--- config.mk ---
export PLATFORM = sky130hd
export DESIGN_NAME = scl_bit_codec
export DESIGN_NICKNAME = d
export VERILOG_FILES = /design/src/rtl/scl_bit_codec.v
export VERILOG_INCLUDE_DIRS = /design/src /design/src/include
export SDC_FILE = /design/constraint.sdc
export NUM_CORES = 1
export LEC_CHECK = 0
export ABC_AREA = 0
export BUFFER_PORTS_ARGS = -buffer_cell sky130_fd_sc_hd__buf_2
export CAP_MARGIN = 15
export CORE_AREA = 8 8 83 85
export DETAILED_ROUTE_END_ITERATION = 6
export DIE_AREA = 0 0 91 93
export PLACE_DENSITY = 0.77
export SETUP_SLACK_MARGIN = 0.2
export SLEW_MARGIN = 15
export SYNTH_ARGS = -nofsm -noshare
export SYNTH_HDL_FRONTEND = slang
export SYNTH_SLANG_ARGS = --single-unit
--- constraint.sdc ---
create_clock -name clk_sys -period 3.3 [get_ports clk_sys]
set_clock_uncertainty 0.05 [all_clocks]
set_input_delay 0.165 -clock clk_sys [delete_from_list [all_inputs] [get_ports clk_sys]]
set_output_delay 0.165 -clock clk_sys [all_outputs]
set_load 0.01 [all_outputs]
--- src/include/scl_regs.vh ---
// constants for the single contact link bit codec (master side)
// assumes a 25 MHz system clock; no software registers
// Behaviour
// - a sent one stays high 0.70 to 0.80 of the period, nominally 0.75.
// - a sent zero stays high 0.20 to 0.30 of the period, nominally 0.25.
// - the transmitter sends bits back to back with no gap.
// - rising edges of the voltage signal bound each bit period.
// - period may change per bit; each bit is measured on its own.
// - period 1 to 5 us by default, 0.6 to 10 us when extended.
// - return current 600 to 1000 uA reads high, 0 to 20 uA reads low.
// - voltage carries master data, current carries slave data, both at once.
// - the return signal is valid only while the voltage signal is high.
`ifndef SCL_REGS_VH
`define SCL_REGS_VH
`define SCL_CLK_MHZ       25
`define SCL_PER_W         9
`define SCL_PER_DEF       9'h032
`define SCL_PER_MIN_DEF   9'h019
`define SCL_PER_MAX_DEF   9'h07D
`define SCL_PER_MIN_EXT   9'h00F
`define SCL_PER_MAX_EXT   9'h0FA
`define SCL_ONE_NUM       3
`define SCL_ROUND_ADD     2'h2
`define SCL_QUART_SHIFT   2
`define SCL_SMP_SHIFT     1
`endif

--- src/rtl/scl_bit_codec.v ---
// master bit codec: drives the voltage signal, samples the return current level
// assumes an analog front end turns current into a logic level on ret_level
`timescale 1ns/1ps
`include "scl_regs.vh"
module scl_bit_codec #(
	parameter PER_W = `SCL_PER_W
) (
	// clock and reset
	input  wire             clk_sys,
	input  wire             rst,
	// configuration
	input  wire [PER_W-1:0] bit_period,
	input  wire             ext_durations,
	// transmit stream
	input  wire             tx_valid,
	output wire             tx_ready,
	input  wire             tx_bit,
	// line
	output reg              master_voltage_signal,
	input  wire             ret_level,
	// receive stream and error flags
	output wire             rx_valid,
	input  wire             rx_ready,
	output wire             rx_bit,
	output reg              rx_overrun_reg,
	output reg              period_err_reg
);
	localparam ST_IDLE = 1'b0;
	localparam ST_RUN  = 1'b1;

	// ==========================================================
	// period check
	function in_range;
		input [PER_W-1:0] p;
		input             ext;
		begin
			if (ext)
				in_range = (p >= `SCL_PER_MIN_EXT) && (p <= `SCL_PER_MAX_EXT);
			else
				in_range = (p >= `SCL_PER_MIN_DEF) && (p <= `SCL_PER_MAX_DEF);
		end
	endfunction

	// ==========================================================
	// transmit sequencer
	reg             state_reg;
	reg [PER_W-1:0] cnt_reg;
	reg [PER_W-1:0] per_reg;
	reg [PER_W-1:0] high_reg;
	wire            per_ok = in_range(bit_period, ext_durations);
	wire            at_end = (cnt_reg == per_reg - {{(PER_W-1){1'b0}}, 1'b1});
	wire            load = (state_reg == ST_IDLE) || at_end;
	// high times rounded to nearest cycle; truncation breaks the ratio at short periods
	wire [PER_W+1:0] p_x = {2'b00, bit_period};
	wire [PER_W+1:0] rnd_x = {{PER_W{1'b0}}, `SCL_ROUND_ADD};
	wire [PER_W+1:0] quart_x = (p_x + rnd_x) >> `SCL_QUART_SHIFT;
	wire [PER_W+1:0] three_x = ((p_x << 1) + p_x + rnd_x) >> `SCL_QUART_SHIFT;
	wire [PER_W-1:0] quart = quart_x[PER_W-1:0];
	// sample point from the latched period, not the live input
	wire [PER_W+1:0] run_x = ({2'b00, per_reg} + rnd_x) >> (`SCL_QUART_SHIFT + `SCL_SMP_SHIFT);
	wire [PER_W-1:0] smp_pt = run_x[PER_W-1:0];
	assign tx_ready = load && per_ok;

	always @(posedge clk_sys or posedge rst) begin
		if (rst) begin
			state_reg <= ST_IDLE;
			cnt_reg <= {PER_W{1'b0}};
			per_reg <= `SCL_PER_DEF;
			high_reg <= {PER_W{1'b0}};
			master_voltage_signal <= 1'b0;
			period_err_reg <= 1'b0;
		end else begin
			period_err_reg <= tx_valid && !per_ok;
			if (load) begin
				if (tx_valid && per_ok) begin
					state_reg <= ST_RUN;
					cnt_reg <= {PER_W{1'b0}};
					per_reg <= bit_period;
					high_reg <= tx_bit ? three_x[PER_W-1:0] : quart;
					master_voltage_signal <= 1'b1;
				end else begin
					state_reg <= ST_IDLE;
					master_voltage_signal <= 1'b0;
				end
			end else begin
				cnt_reg <= cnt_reg + {{(PER_W-1){1'b0}}, 1'b1};
				if (cnt_reg + {{(PER_W-1){1'b0}}, 1'b1} == high_reg)
					master_voltage_signal <= 1'b0;
			end
		end
	end

	// ==========================================================
	// return current sampling, two flops first
	reg ret_s1_reg;
	reg ret_s2_reg;
	always @(posedge clk_sys or posedge rst) begin
		if (rst) begin
			ret_s1_reg <= 1'b0;
			ret_s2_reg <= 1'b0;
		end else begin
			ret_s1_reg <= ret_level;
			ret_s2_reg <= ret_s1_reg;
		end
	end
	// sample mid high phase of a zero, where a one is also high
	wire smp_now = (state_reg == ST_RUN) && master_voltage_signal &&
		(cnt_reg == smp_pt);

	// ==========================================================
	// two-entry receive buffer
	reg [1:0] buf_reg;
	reg [1:0] cnt_b_reg;
	reg       wp_reg;
	reg       rp_reg;
	wire      b_full = cnt_b_reg[1];
	wire      b_push = smp_now && !b_full;
	wire      b_pop = rx_valid && rx_ready;
	assign rx_valid = (cnt_b_reg != 2'h0);
	assign rx_bit = buf_reg[rp_reg];
	always @(posedge clk_sys or posedge rst) begin
		if (rst) begin
			buf_reg <= 2'h0;
			cnt_b_reg <= 2'h0;
			wp_reg <= 1'b0;
			rp_reg <= 1'b0;
			rx_overrun_reg <= 1'b0;
		end else begin
			if (smp_now && b_full)
				rx_overrun_reg <= 1'b1;
			if (b_push) begin
				buf_reg[wp_reg] <= ret_s2_reg;
				wp_reg <= ~wp_reg;
			end
			if (b_pop)
				rp_reg <= ~rp_reg;
			cnt_b_reg <= cnt_b_reg + {1'b0, b_push} - {1'b0, b_pop};
		end
	end
endmodule

==> impl_metrics.py, run 1 <==
metrics = {
    "run_status": {
        "run_status": "completed",
    },
    "final_layout": {
        "stdcell_count": 458,
        "area_growth_pct": 11.3,
        "layout_common_cells": "36 x dfrtp_1, 33 x ha_1, 30 x inv_1, 30 x xnor2_1, 21 x buf_2",
        "drive_gt1_frac": 0.196,
        "diodes": 0,
        "fin_nets": 433,
        "final_common_cell": "dfrtp_1",
        "design_area_um2": 3750,
        "fin_util": 0.662,
    },
    "clock_tree": {
        "clkTransAtPathRegs_ns": 0.08,
        "cts_root_buffer": "clkbuf_8",
        "cts_max_level": 2,
        "clk_path_buf_depth": 2,
        "cts_tree": "done",
        "cts_buffers": 5,
        "cts.sinks": 39,
        "clk_latency_ns": 0.30,
    },
    "min_path": {
        "hold_path.class": "input port to register",
        "min-delay-start": "tx_valid",
    },
    "global_route": {
        "grt_pass1_wl_mm": 13.3,
        "grtUsageMet1": 0.229,
        "grt_pass1_vias": 2754,
        "grt_max_degree": 40,
        "antenna_found_initial": 0,
        "grtUsageTotal": 0.192,
        "grt_use_met3": 0.0232,
        "grt-ovfl-total": 0,
        "busiest_layer": "met2",
        "use_met2": 0.336,
    },
    "power_and_ir_drop": {
        "vdd_drop_max_mv": 0.269,
        "finalPower_mw": 2.41,
        "clkPwrFrac": 0.167,
        "p_int_mw": 1.40,
        "powerDensity_nw_per_um2": 641,
        "p_sw_frac": 0.419,
        "comb_power_share": 0.460,
        "net-switching-power_mw": 1.01,
        "p_seq_frac": 0.373,
        "leakage_nw": 1.75,
    },
    "yosys": {
        "yosysUniqueCellTypes": 60,
        "postSynthAreaPerCell_um2": 9.22,
        "synth-simple-area-share": 0.174,
        "synth_top_family_by_area": "simple AND/OR/NAND/NOR gates",
        "syn_area_um2": 3370,
        "syn_inst": 366,
        "async_flop_share": 1.00,
        "syn_nets": 417,
        "synth-compound-area-share": 0.137,
        "synth-xor-area-share": 0.117,
        "synth_seq_cells": 39,
        "synthAdderAreaFrac": 0.132,
        "synth_ff_type": "dfrtp_1",
        "yosysSeqAreaShare": 0.290,
        "yosys_warnings": 0,
        "synthMuxAreaShare": 0.0805,
        "synth_enable_flop_cells": 0,
    },
    "drt": {
        "ant_nets": 0,
        "routed_via_density": 6.21,
        "routed_wl_mm": 8.30,
        "first_iter_violations": 210,
        "drc": 0,
        "post_drt_wl_per_cell_um": 18.1,
        "vias": 2845,
        "first_pass_iters": 7,
    },
    "timing": {
        "fmax_ghz": 0.326,
        "fin_tns_setup_ns": 0,
        "min_period_ns": 3.07,
        "setup_viol_count_final": 0,
        "whs_ns": 0.130,
        "rsz0062_at_grt": "true",
        "slew_headroom": 0.597,
        "period_share": 0.930,
        "tightest_slew_ns": 0.599,
        "final.setup.worst_slack_ns": 0.231,
        "hold_viol_final": 0,
        "slew_viol_final": 0,
    },
    "worst_setup_path": {
        "slowest_delay_ns": 0.53,
        "cp.arrival_ns": 2.85,
        "path_class": "register to primary output",
        "path_max_fanout": 6,
        "critPathBufInv": 2,
        "critPathLaunch": "per_reg[1]$_DFFE_PP1P_",
        "cp-start-kind": "register",
        "cp.required_ns": 3.08,
        "end_kind": "primary output",
        "crit_slowest_cell": "or4b_4",
        "cp_top_family": "compound AO/OA/AOI/OAI gates",
        "timing.rr.start": "per_reg[1]$_DFFE_PP1P_",
        "cp_cell_sequence": "inv_1 -> ha_4 -> or4b_4 -> o2111a_1 -> a2111oi_4 -> o311a_1 -> or2_2 -> a21oi_1 -> buf_2",
    },
    "die": {
        "die_y_um": 93,
        "rows": 28,
        "core_area_um2": 5680,
        "start_util": 0.595,
        "dieWidth_um": 91,
        "die_area_um2": 8460,
        "ios": 22,
    },
    "placed_design": {
        "dp_hpwl_mm": 5.80,
        "place_worst_setup_slack_ns": 0.183,
        "gp_congestion": 0.964,
        "io_buffers": 21,
        "dp_cells": 445,
        "placedInstanceArea_um2": 3500,
    },
    "flow_run": {
        "cap_violations": 0,
    },
}
cells by family (layout without fill, tap and decap cells):
kind of cell | Yosys count | count (layout)
and+or+nand+nor | 104 | 104
buffers and inverters | 54 | 71
muxes | 23 | 23
DFF | 39 | 39
xor gates and xnor gates | 45 | 45
adders and majority gates | 35 | 35
AOI/OAI and AO/OA | 66 | 66
layout make-up:
class	count	area [µm²]
well taps	75	93.8
clock buffers	5	68.8
clock inverters	3	43.8
flip-flops and latches	39	983
inverters	31	116
repair buffers	32	200
fillers	468	1920
multi-input cells	273	2250
timing repair:
| action | in CTS | in global routing |
|---|---|---|
| gates resized for setup | 0 | 17 |
| hold buffers | 2 | 0 |
| pin swaps | 1 | 1 |
| buffers inserted | 2 | 1 |
| hold endpoints to repair | 37 | 0 |
| setup endpoints to repair | 15 | 31 |
cells in the mapped netlist, drive strengths merged (6+ instances only):
library cell   n  area (µm²)
xor2          15         131
nand3         13        65.1
ha            34         425
a21oi          8        40.0
nand2         20        75.1
o221ai         6        52.6
nor2          13        48.8
mux2          18         221
xnor2         30         263
nand4          9        56.3
o21ai         16        80.1
buf            7        57.6
a211oi         6        45.0
clkbuf        16        60.1
nor3           8        40.0
dfrtp         36         901
inv           30         113
worst register-to-register path, cell delays in order, from the launching register on:
cell and delay [ns]:
dfstp_2 0.41, inv_1 0.15, ha_4 0.18, or4b_4 0.53
o2111a_1 0.30, a2111oi_4 0.33, o311a_1 0.28, or3b_1 0.20
buf_6 0.18, mux2_2 0.35
power groups by stage:
stage          clock network [mW]  logic [mW]  registers, mW
2_1_floorplan                   0       0.933          0.707
3_3_place_gp                    0       0.940          0.877
3_5_place_dp                    0       0.970          0.888
4_1_cts                     0.403        1.01          0.878
5_1_grt                     0.430        1.23          0.916
6_report                    0.403        1.11          0.897
path summary, 6_finish.rpt:
check | slack (ns) | cells after the start | to
worst max-delay path | 0.23 | 9 | tx_ready
worst min-delay path | 0.13 | 2 | period_err_reg$_DFF_PP0_
max in group asynchronous | 2.36 | 4 | per_reg[4]$_DFFE_PP1P_
min in group asynchronous | 0.47 | 4 | high_reg[8]$_DFFE_PP0P_
worst min register to register | 0.30 | 0 | ret_s2_reg$_DFF_PP0_
worst max register to register | 0.24 | 9 | high_reg[5]$_DFFE_PP0P_
per-layer routing:
metal,share of wire,vias up
met3,0.059,38
met1,0.39,1338
met2,0.50,147
met4,0.051,0
li1,-,1322
met5,0,-
No activity file was read; power rests on OpenSTA's default activity.
==> run 2, diff against run 1 <==
--- a/config.mk
+++ b/config.mk
@@ -12,6 +12,7 @@
 export CORE_AREA = 8 8 83 85
 export DETAILED_ROUTE_END_ITERATION = 6
 export DIE_AREA = 0 0 91 93
+export GPL_TIMING_DRIVEN = 0
 export PLACE_DENSITY = 0.77
 export SETUP_SLACK_MARGIN = 0.2
 export SLEW_MARGIN = 15
==> run 2 against run 1 <==
  * Highest routed layer unchanged
  * Largest power group unchanged
  * Worst setup slack improved by 0.080 ns
  * Worst hold slack worse by 0.020 ns
  * Largest cell class unchanged
  * Critical endpoint unchanged
  * Sequential cell count did not move
  * Wire length decreased by 5.8%
  * Fmax grew 2.7%
==> impl_metrics.py, run 2 (synthesis gave the netlist of run 1 again) <==
metrics = {
    "run_status": {
        "run_status": "completed",
    },
    "timing": {
        "rsz0062_at_grt": "false",
        "slew_headroom": 0.593,
        "hold_viol_final": 0,
        "setup_viol_count_final": 0,
        "fin_tns_setup_ns": 0,
        "min_period_ns": 2.99,
        "whs_ns": 0.110,
        "fmax_ghz": 0.335,
        "period_share": 0.906,
        "slew_viol_final": 0,
        "tightest_slew_ns": 0.606,
    },
    "worst_setup_path": {
        "crit_slowest_cell": "or4b_4",
        "cp_top_family": "simple AND/OR/NAND/NOR gates",
        "cp_cell_sequence": "inv_2 -> ha_4 -> or4b_4 -> nor4_2 -> a2111oi_2 -> o311a_1 -> buf_6 -> or2_2 -> a21oi_1 -> buf_2",
        "cp.required_ns": 3.08,
        "cp.arrival_ns": 2.77,
        "path_class": "register to primary output",
        "critPathBufInv": 3,
        "end_kind": "primary output",
        "slowest_delay_ns": 0.51,
        "cp-start-kind": "register",
        "path_max_fanout": 10,
    },
    "final_layout": {
        "fin_util": 0.668,
        "diodes": 0,
        "fin_nets": 448,
        "drive_gt1_frac": 0.201,
        "fill_cells": 476,
        "layout_common_cells": "36 x dfrtp_1, 33 x ha_1, 30 x xnor2_1, 27 x inv_1, 22 x buf_2",
        "area_growth_pct": 12.4,
        "final_common_cell": "dfrtp_1",
    },
    "drt": {
        "drc": 0,
        "first_iter_violations": 193,
        "post_drt_wl_per_cell_um": 16.5,
        "routed_via_density": 5.91,
        "routed_wl_mm": 7.83,
        "ant_nets": 0,
        "first_pass_iters": 5,
        "vias": 2797,
    },
    "clock_tree": {
        "clk_path_buf_depth": 2,
        "cts_max_level": 2,
        "clk_latency_ns": 0.30,
        "cts_root_buffer": "clkbuf_8",
        "cts_tree": "done",
        "cts_buffers": 5,
        "cts.sinks": 39,
        "clkTransAtPathRegs_ns": 0.08,
    },
    "die": {
        "start_util": 0.595,
        "ios": 22,
        "dieWidth_um": 91,
        "rows": 28,
        "die_area_um2": 8460,
        "core_area_um2": 5680,
        "die_y_um": 93,
    },
    "placed_design": {
        "dp_hpwl_mm": 5.85,
        "io_buffers": 19,
        "gp_congestion": 0.938,
    },
    "global_route": {
        "antenna_found_initial": 0,
        "grt_pass1_vias": 2710,
        "grt_pass1_wl_mm": 13.0,
        "grt-ovfl-total": 0,
        "grt_max_degree": 24,
        "grtUsageTotal": 0.185,
    },
    "power_and_ir_drop": {
        "vdd_drop_max_mv": 0.246,
        "leakage_nw": 1.77,
        "powerDensity_nw_per_um2": 622,
    },
    "min_path": {
        "hold_path.class": "input port to register",
    },
    "flow_run": {
        "cap_violations": 0,
    },
}
-- run 2: path summary, 6_finish.rpt --
| check | startpoint | slack, ns | to | cells past startpoint |
|---|---|---|---|---|
| max | per_reg[1]$_DFFE_PP1P_ | 0.31 | tx_ready | 10 |
| min | tx_valid | 0.11 | period_err_reg$_DFF_PP0_ | 2 |
| max reg2reg | per_reg[1]$_DFFE_PP1P_ | 0.39 | high_reg[2]$_DFFE_PP0P_ | 10 |
| min reg2reg | ret_s1_reg$_DFF_PP0_ | 0.33 | ret_s2_reg$_DFF_PP0_ | 0 |
| max in group asynchronous | rst | 2.29 | per_reg[4]$_DFFE_PP1P_ | 4 |
| min in group asynchronous | rst | 0.37 | rp_reg$_DFFE_PP0P_ | 3 |
-- run 2: cell type report --
class / count / area (µm²) / share of cell area
buffer: 23 / 129 / 0.0340
clock buffer: 5 / 68.8 / 0.0181
clock inverter: 3 / 43.8 / 0.0115
inverter: 31 / 116 / 0.0307
multi-input combinational: 273 / 2200 / 0.581
sequential: 39 / 980 / 0.258
tap: 75 / 93.8 / 0.0247
timing repair buffer: 24 / 158 / 0.0416
-- run 2: report_power, final --
group          internal (mW)  switching, mW
clock                  0.225          0.181
sequential             0.622          0.103
combinational          0.552          0.677
total                   1.40          0.961
-- run 2: metal layers --
metal  vias up  global-route usage  share of wire
met5         -                   0              0
met4         0              0.0859          0.035
met3        24              0.0232          0.038
met2        78               0.316           0.48
met1      1337               0.230           0.45
li1       1358                   -              -
-- run 2: through the flow --
stage	std cells	setup WS, ns	area (µm²)	power, mW
finish	473	0.312	3790	2.36
detailed placement	461	-0.142	3590	1.89
floorplan	366	0.498	3370	1.64
global route	473	0.169	3790	2.52
CTS	471	0.185	3750	2.32
global placement	460	-0.0321	3560	1.86
-- run 2: what timing repair did --
item | CTS | global route
hold buffers | 2 | 0
resized for setup | 6 | 13
pin swaps | 1 | 3
endpoints found under the hold margin | 17 | 0
setup endpoints to repair | 3 | 7
setup buffers | 0 | 2
==> run 3, diff against run 2 <==
--- a/config.mk
+++ b/config.mk
@@ -13,7 +13,7 @@
 export DETAILED_ROUTE_END_ITERATION = 6
 export DIE_AREA = 0 0 91 93
 export GPL_TIMING_DRIVEN = 0
-export PLACE_DENSITY = 0.77
+export PLACE_DENSITY = 0.85
 export SETUP_SLACK_MARGIN = 0.2
 export SLEW_MARGIN = 15
 export SYNTH_ARGS = -nofsm -noshare
==> run 3 against run 2 <==
  * Worst setup slack got worse by 0.089 ns
  * First-iteration DRC count rose by 55%
  * Register-to-register slack got worse by 0.06 ns
  * Largest cell class unchanged
  * Largest power group unchanged
==> impl_metrics.py, run 3 (synthesis gave the netlist of run 1 again) <==
metrics = {
    "global_route": {
        "antenna_found_initial": 0,
        "grt-ovfl-total": 0,
        "grt_pass1_wl_mm": 13.6,
        "grt_max_degree": 24,
        "grtUsageTotal": 0.192,
        "grt_pass1_vias": 2863,
    },
    "power_and_ir_drop": {
        "finalPower_mw": 2.54,
        "vdd_drop_max_mv": 0.271,
        "powerDensity_nw_per_um2": 653,
        "leakage_nw": 1.81,
    },
    "flow_run": {
        "cap_violations": 0,
    },
    "die": {
        "core_area_um2": 5680,
        "ios": 22,
        "start_util": 0.595,
        "die_y_um": 93,
        "rows": 28,
        "die_area_um2": 8460,
        "dieWidth_um": 91,
    },
    "timing": {
        "fmax_ghz": 0.325,
        "tightest_slew_ns": 0.543,
        "hold_viol_final": 0,
        "slew_headroom": 0.635,
        "period_share": 0.933,
        "whs_ns": 0.126,
        "setup_viol_count_final": 0,
        "rsz0062_at_grt": "true",
        "min_period_ns": 3.08,
        "slew_viol_final": 0,
    },
    "clock_tree": {
        "cts.sinks": 39,
        "clk_path_buf_depth": 2,
        "cts_tree": "done",
        "cts_buffers": 5,
        "clkTransAtPathRegs_ns": 0.08,
        "cts_max_level": 2,
        "cts_root_buffer": "clkbuf_8",
        "clk_latency_ns": 0.29,
    },
    "drt": {
        "vias": 2857,
        "routed_via_density": 6.00,
        "first_pass_iters": 7,
        "post_drt_wl_per_cell_um": 17.2,
        "routed_wl_mm": 8.20,
        "first_iter_violations": 300,
        "drc": 0,
        "ant_nets": 0,
    },
    "worst_setup_path": {
        "rr_endpoint": "high_reg[2]$_DFFE_PP0P_",
        "worstRegToRegCells": 10,
        "path_max_fanout": 7,
        "path_class": "register to primary output",
        "cp.arrival_ns": 2.86,
        "reg2reg_slack_ns": 0.33,
        "cp.required_ns": 3.08,
        "end_kind": "primary output",
        "timing.rr.start": "per_reg[1]$_DFFE_PP1P_",
        "cp-start-kind": "register",
    },
    "placed_design": {
        "dp_cells": 461,
        "gp_congestion": 0.950,
        "io_buffers": 19,
        "dp_hpwl_mm": 6.02,
    },
    "final_layout": {
        "fin_nets": 451,
        "stdcell_count": 476,
        "seqCellArea_um2": 980,
        "fill_cells": 429,
        "drive_gt1_frac": 0.212,
        "fin_util": 0.685,
        "multi_input_area_um2": 2250,
        "diodes": 0,
        "layout_common_cells": "36 x dfrtp_1, 33 x ha_1, 30 x xnor2_1, 27 x inv_1, 22 x buf_2",
        "final_common_cell": "dfrtp_1",
        "area_growth_pct": 15.2,
    },
    "min_path": {
        "min_to": "period_err_reg$_DFF_PP0_",
        "min-delay-start": "tx_valid",
        "hold_depth": 2,
        "hold_path.class": "input port to register",
    },
    "run_status": {
        "run_status": "completed",
    },
}
-- run 3: area by class of cell --
type / instances / area share
multi-input combinational: 273 / 0.579
sequential: 39 / 0.252
timing repair buffer: 27 / 0.0464
buffer: 23 / 0.0332
inverter: 31 / 0.0299
tap: 75 / 0.0241
clock buffer: 5 / 0.0177
clock inverter: 3 / 0.0174
-- run 3: power by group --
group          switching (mW)  total (mW)  internal (mW)
Clock                   0.174       0.476          0.301
Sequential              0.108       0.731          0.623
Combinational           0.744        1.33          0.585
Total                    1.03        2.54           1.51
-- run 3: repair_timing --
| action | CTS | global route |
|---|---|---|
| gates resized for setup | 9 | 17 |
| pin swaps | 1 | 4 |
| hold buffers | 2 | 0 |
| endpoints found under the setup margin | 3 | 15 |
| hold endpoints to repair | 17 | 0 |
| buffers inserted | 1 | 4 |
-- run 3: per-layer routing --
layer / up-vias / track usage / routed length (µm)
li1: 1361 / - / -
met1: 1377 / 0.226 / 3490
met2: 96 / 0.350 / 4200
met3: 23 / 0.0232 / 304
met4: 0 / 0.0750 / 204
met5: - / 0 / 0
-- run 3: worst max path at each step --
stage                                 from                     end  slack, ns  cells after the start
floorplan           per_reg[4]$_DFFE_PP1P_  cnt_b_reg[1]$_DFF_PP0_       0.50                     12
global placement    per_reg[3]$_DFFE_PP0P_  cnt_b_reg[1]$_DFF_PP0_      -0.03                     11
detailed placement  per_reg[3]$_DFFE_PP0P_  cnt_b_reg[1]$_DFF_PP0_      -0.13                     11
CTS                 per_reg[1]$_DFFE_PP1P_                tx_ready       0.20                     10
global route        per_reg[0]$_DFFE_PP0P_                tx_ready       0.17                     10
finish              per_reg[1]$_DFFE_PP1P_                tx_ready       0.22                     10
-- run 3: metrics by stage --
stage,cell area [µm²],setup WS [ns],setup TNS [ns]
global route,3890,0.168,0
floorplan,3370,0.498,0
finish,3890,0.223,0
global placement,3560,-0.0307,-0.0307
CTS,3800,0.205,0
detailed placement,3590,-0.131,-0.131
-- run 3: critical path, stage by stage, from the launching register on --
cell and delay, ns:
dfstp_2 0.41, inv_2 0.08, ha_4 0.15, or4b_4 0.53
nor4_4 0.36, a2111oi_4 0.08, o311a_1 0.18, buf_6 0.15
or2_2 0.31, a21oi_1 0.16, buf_2 0.16
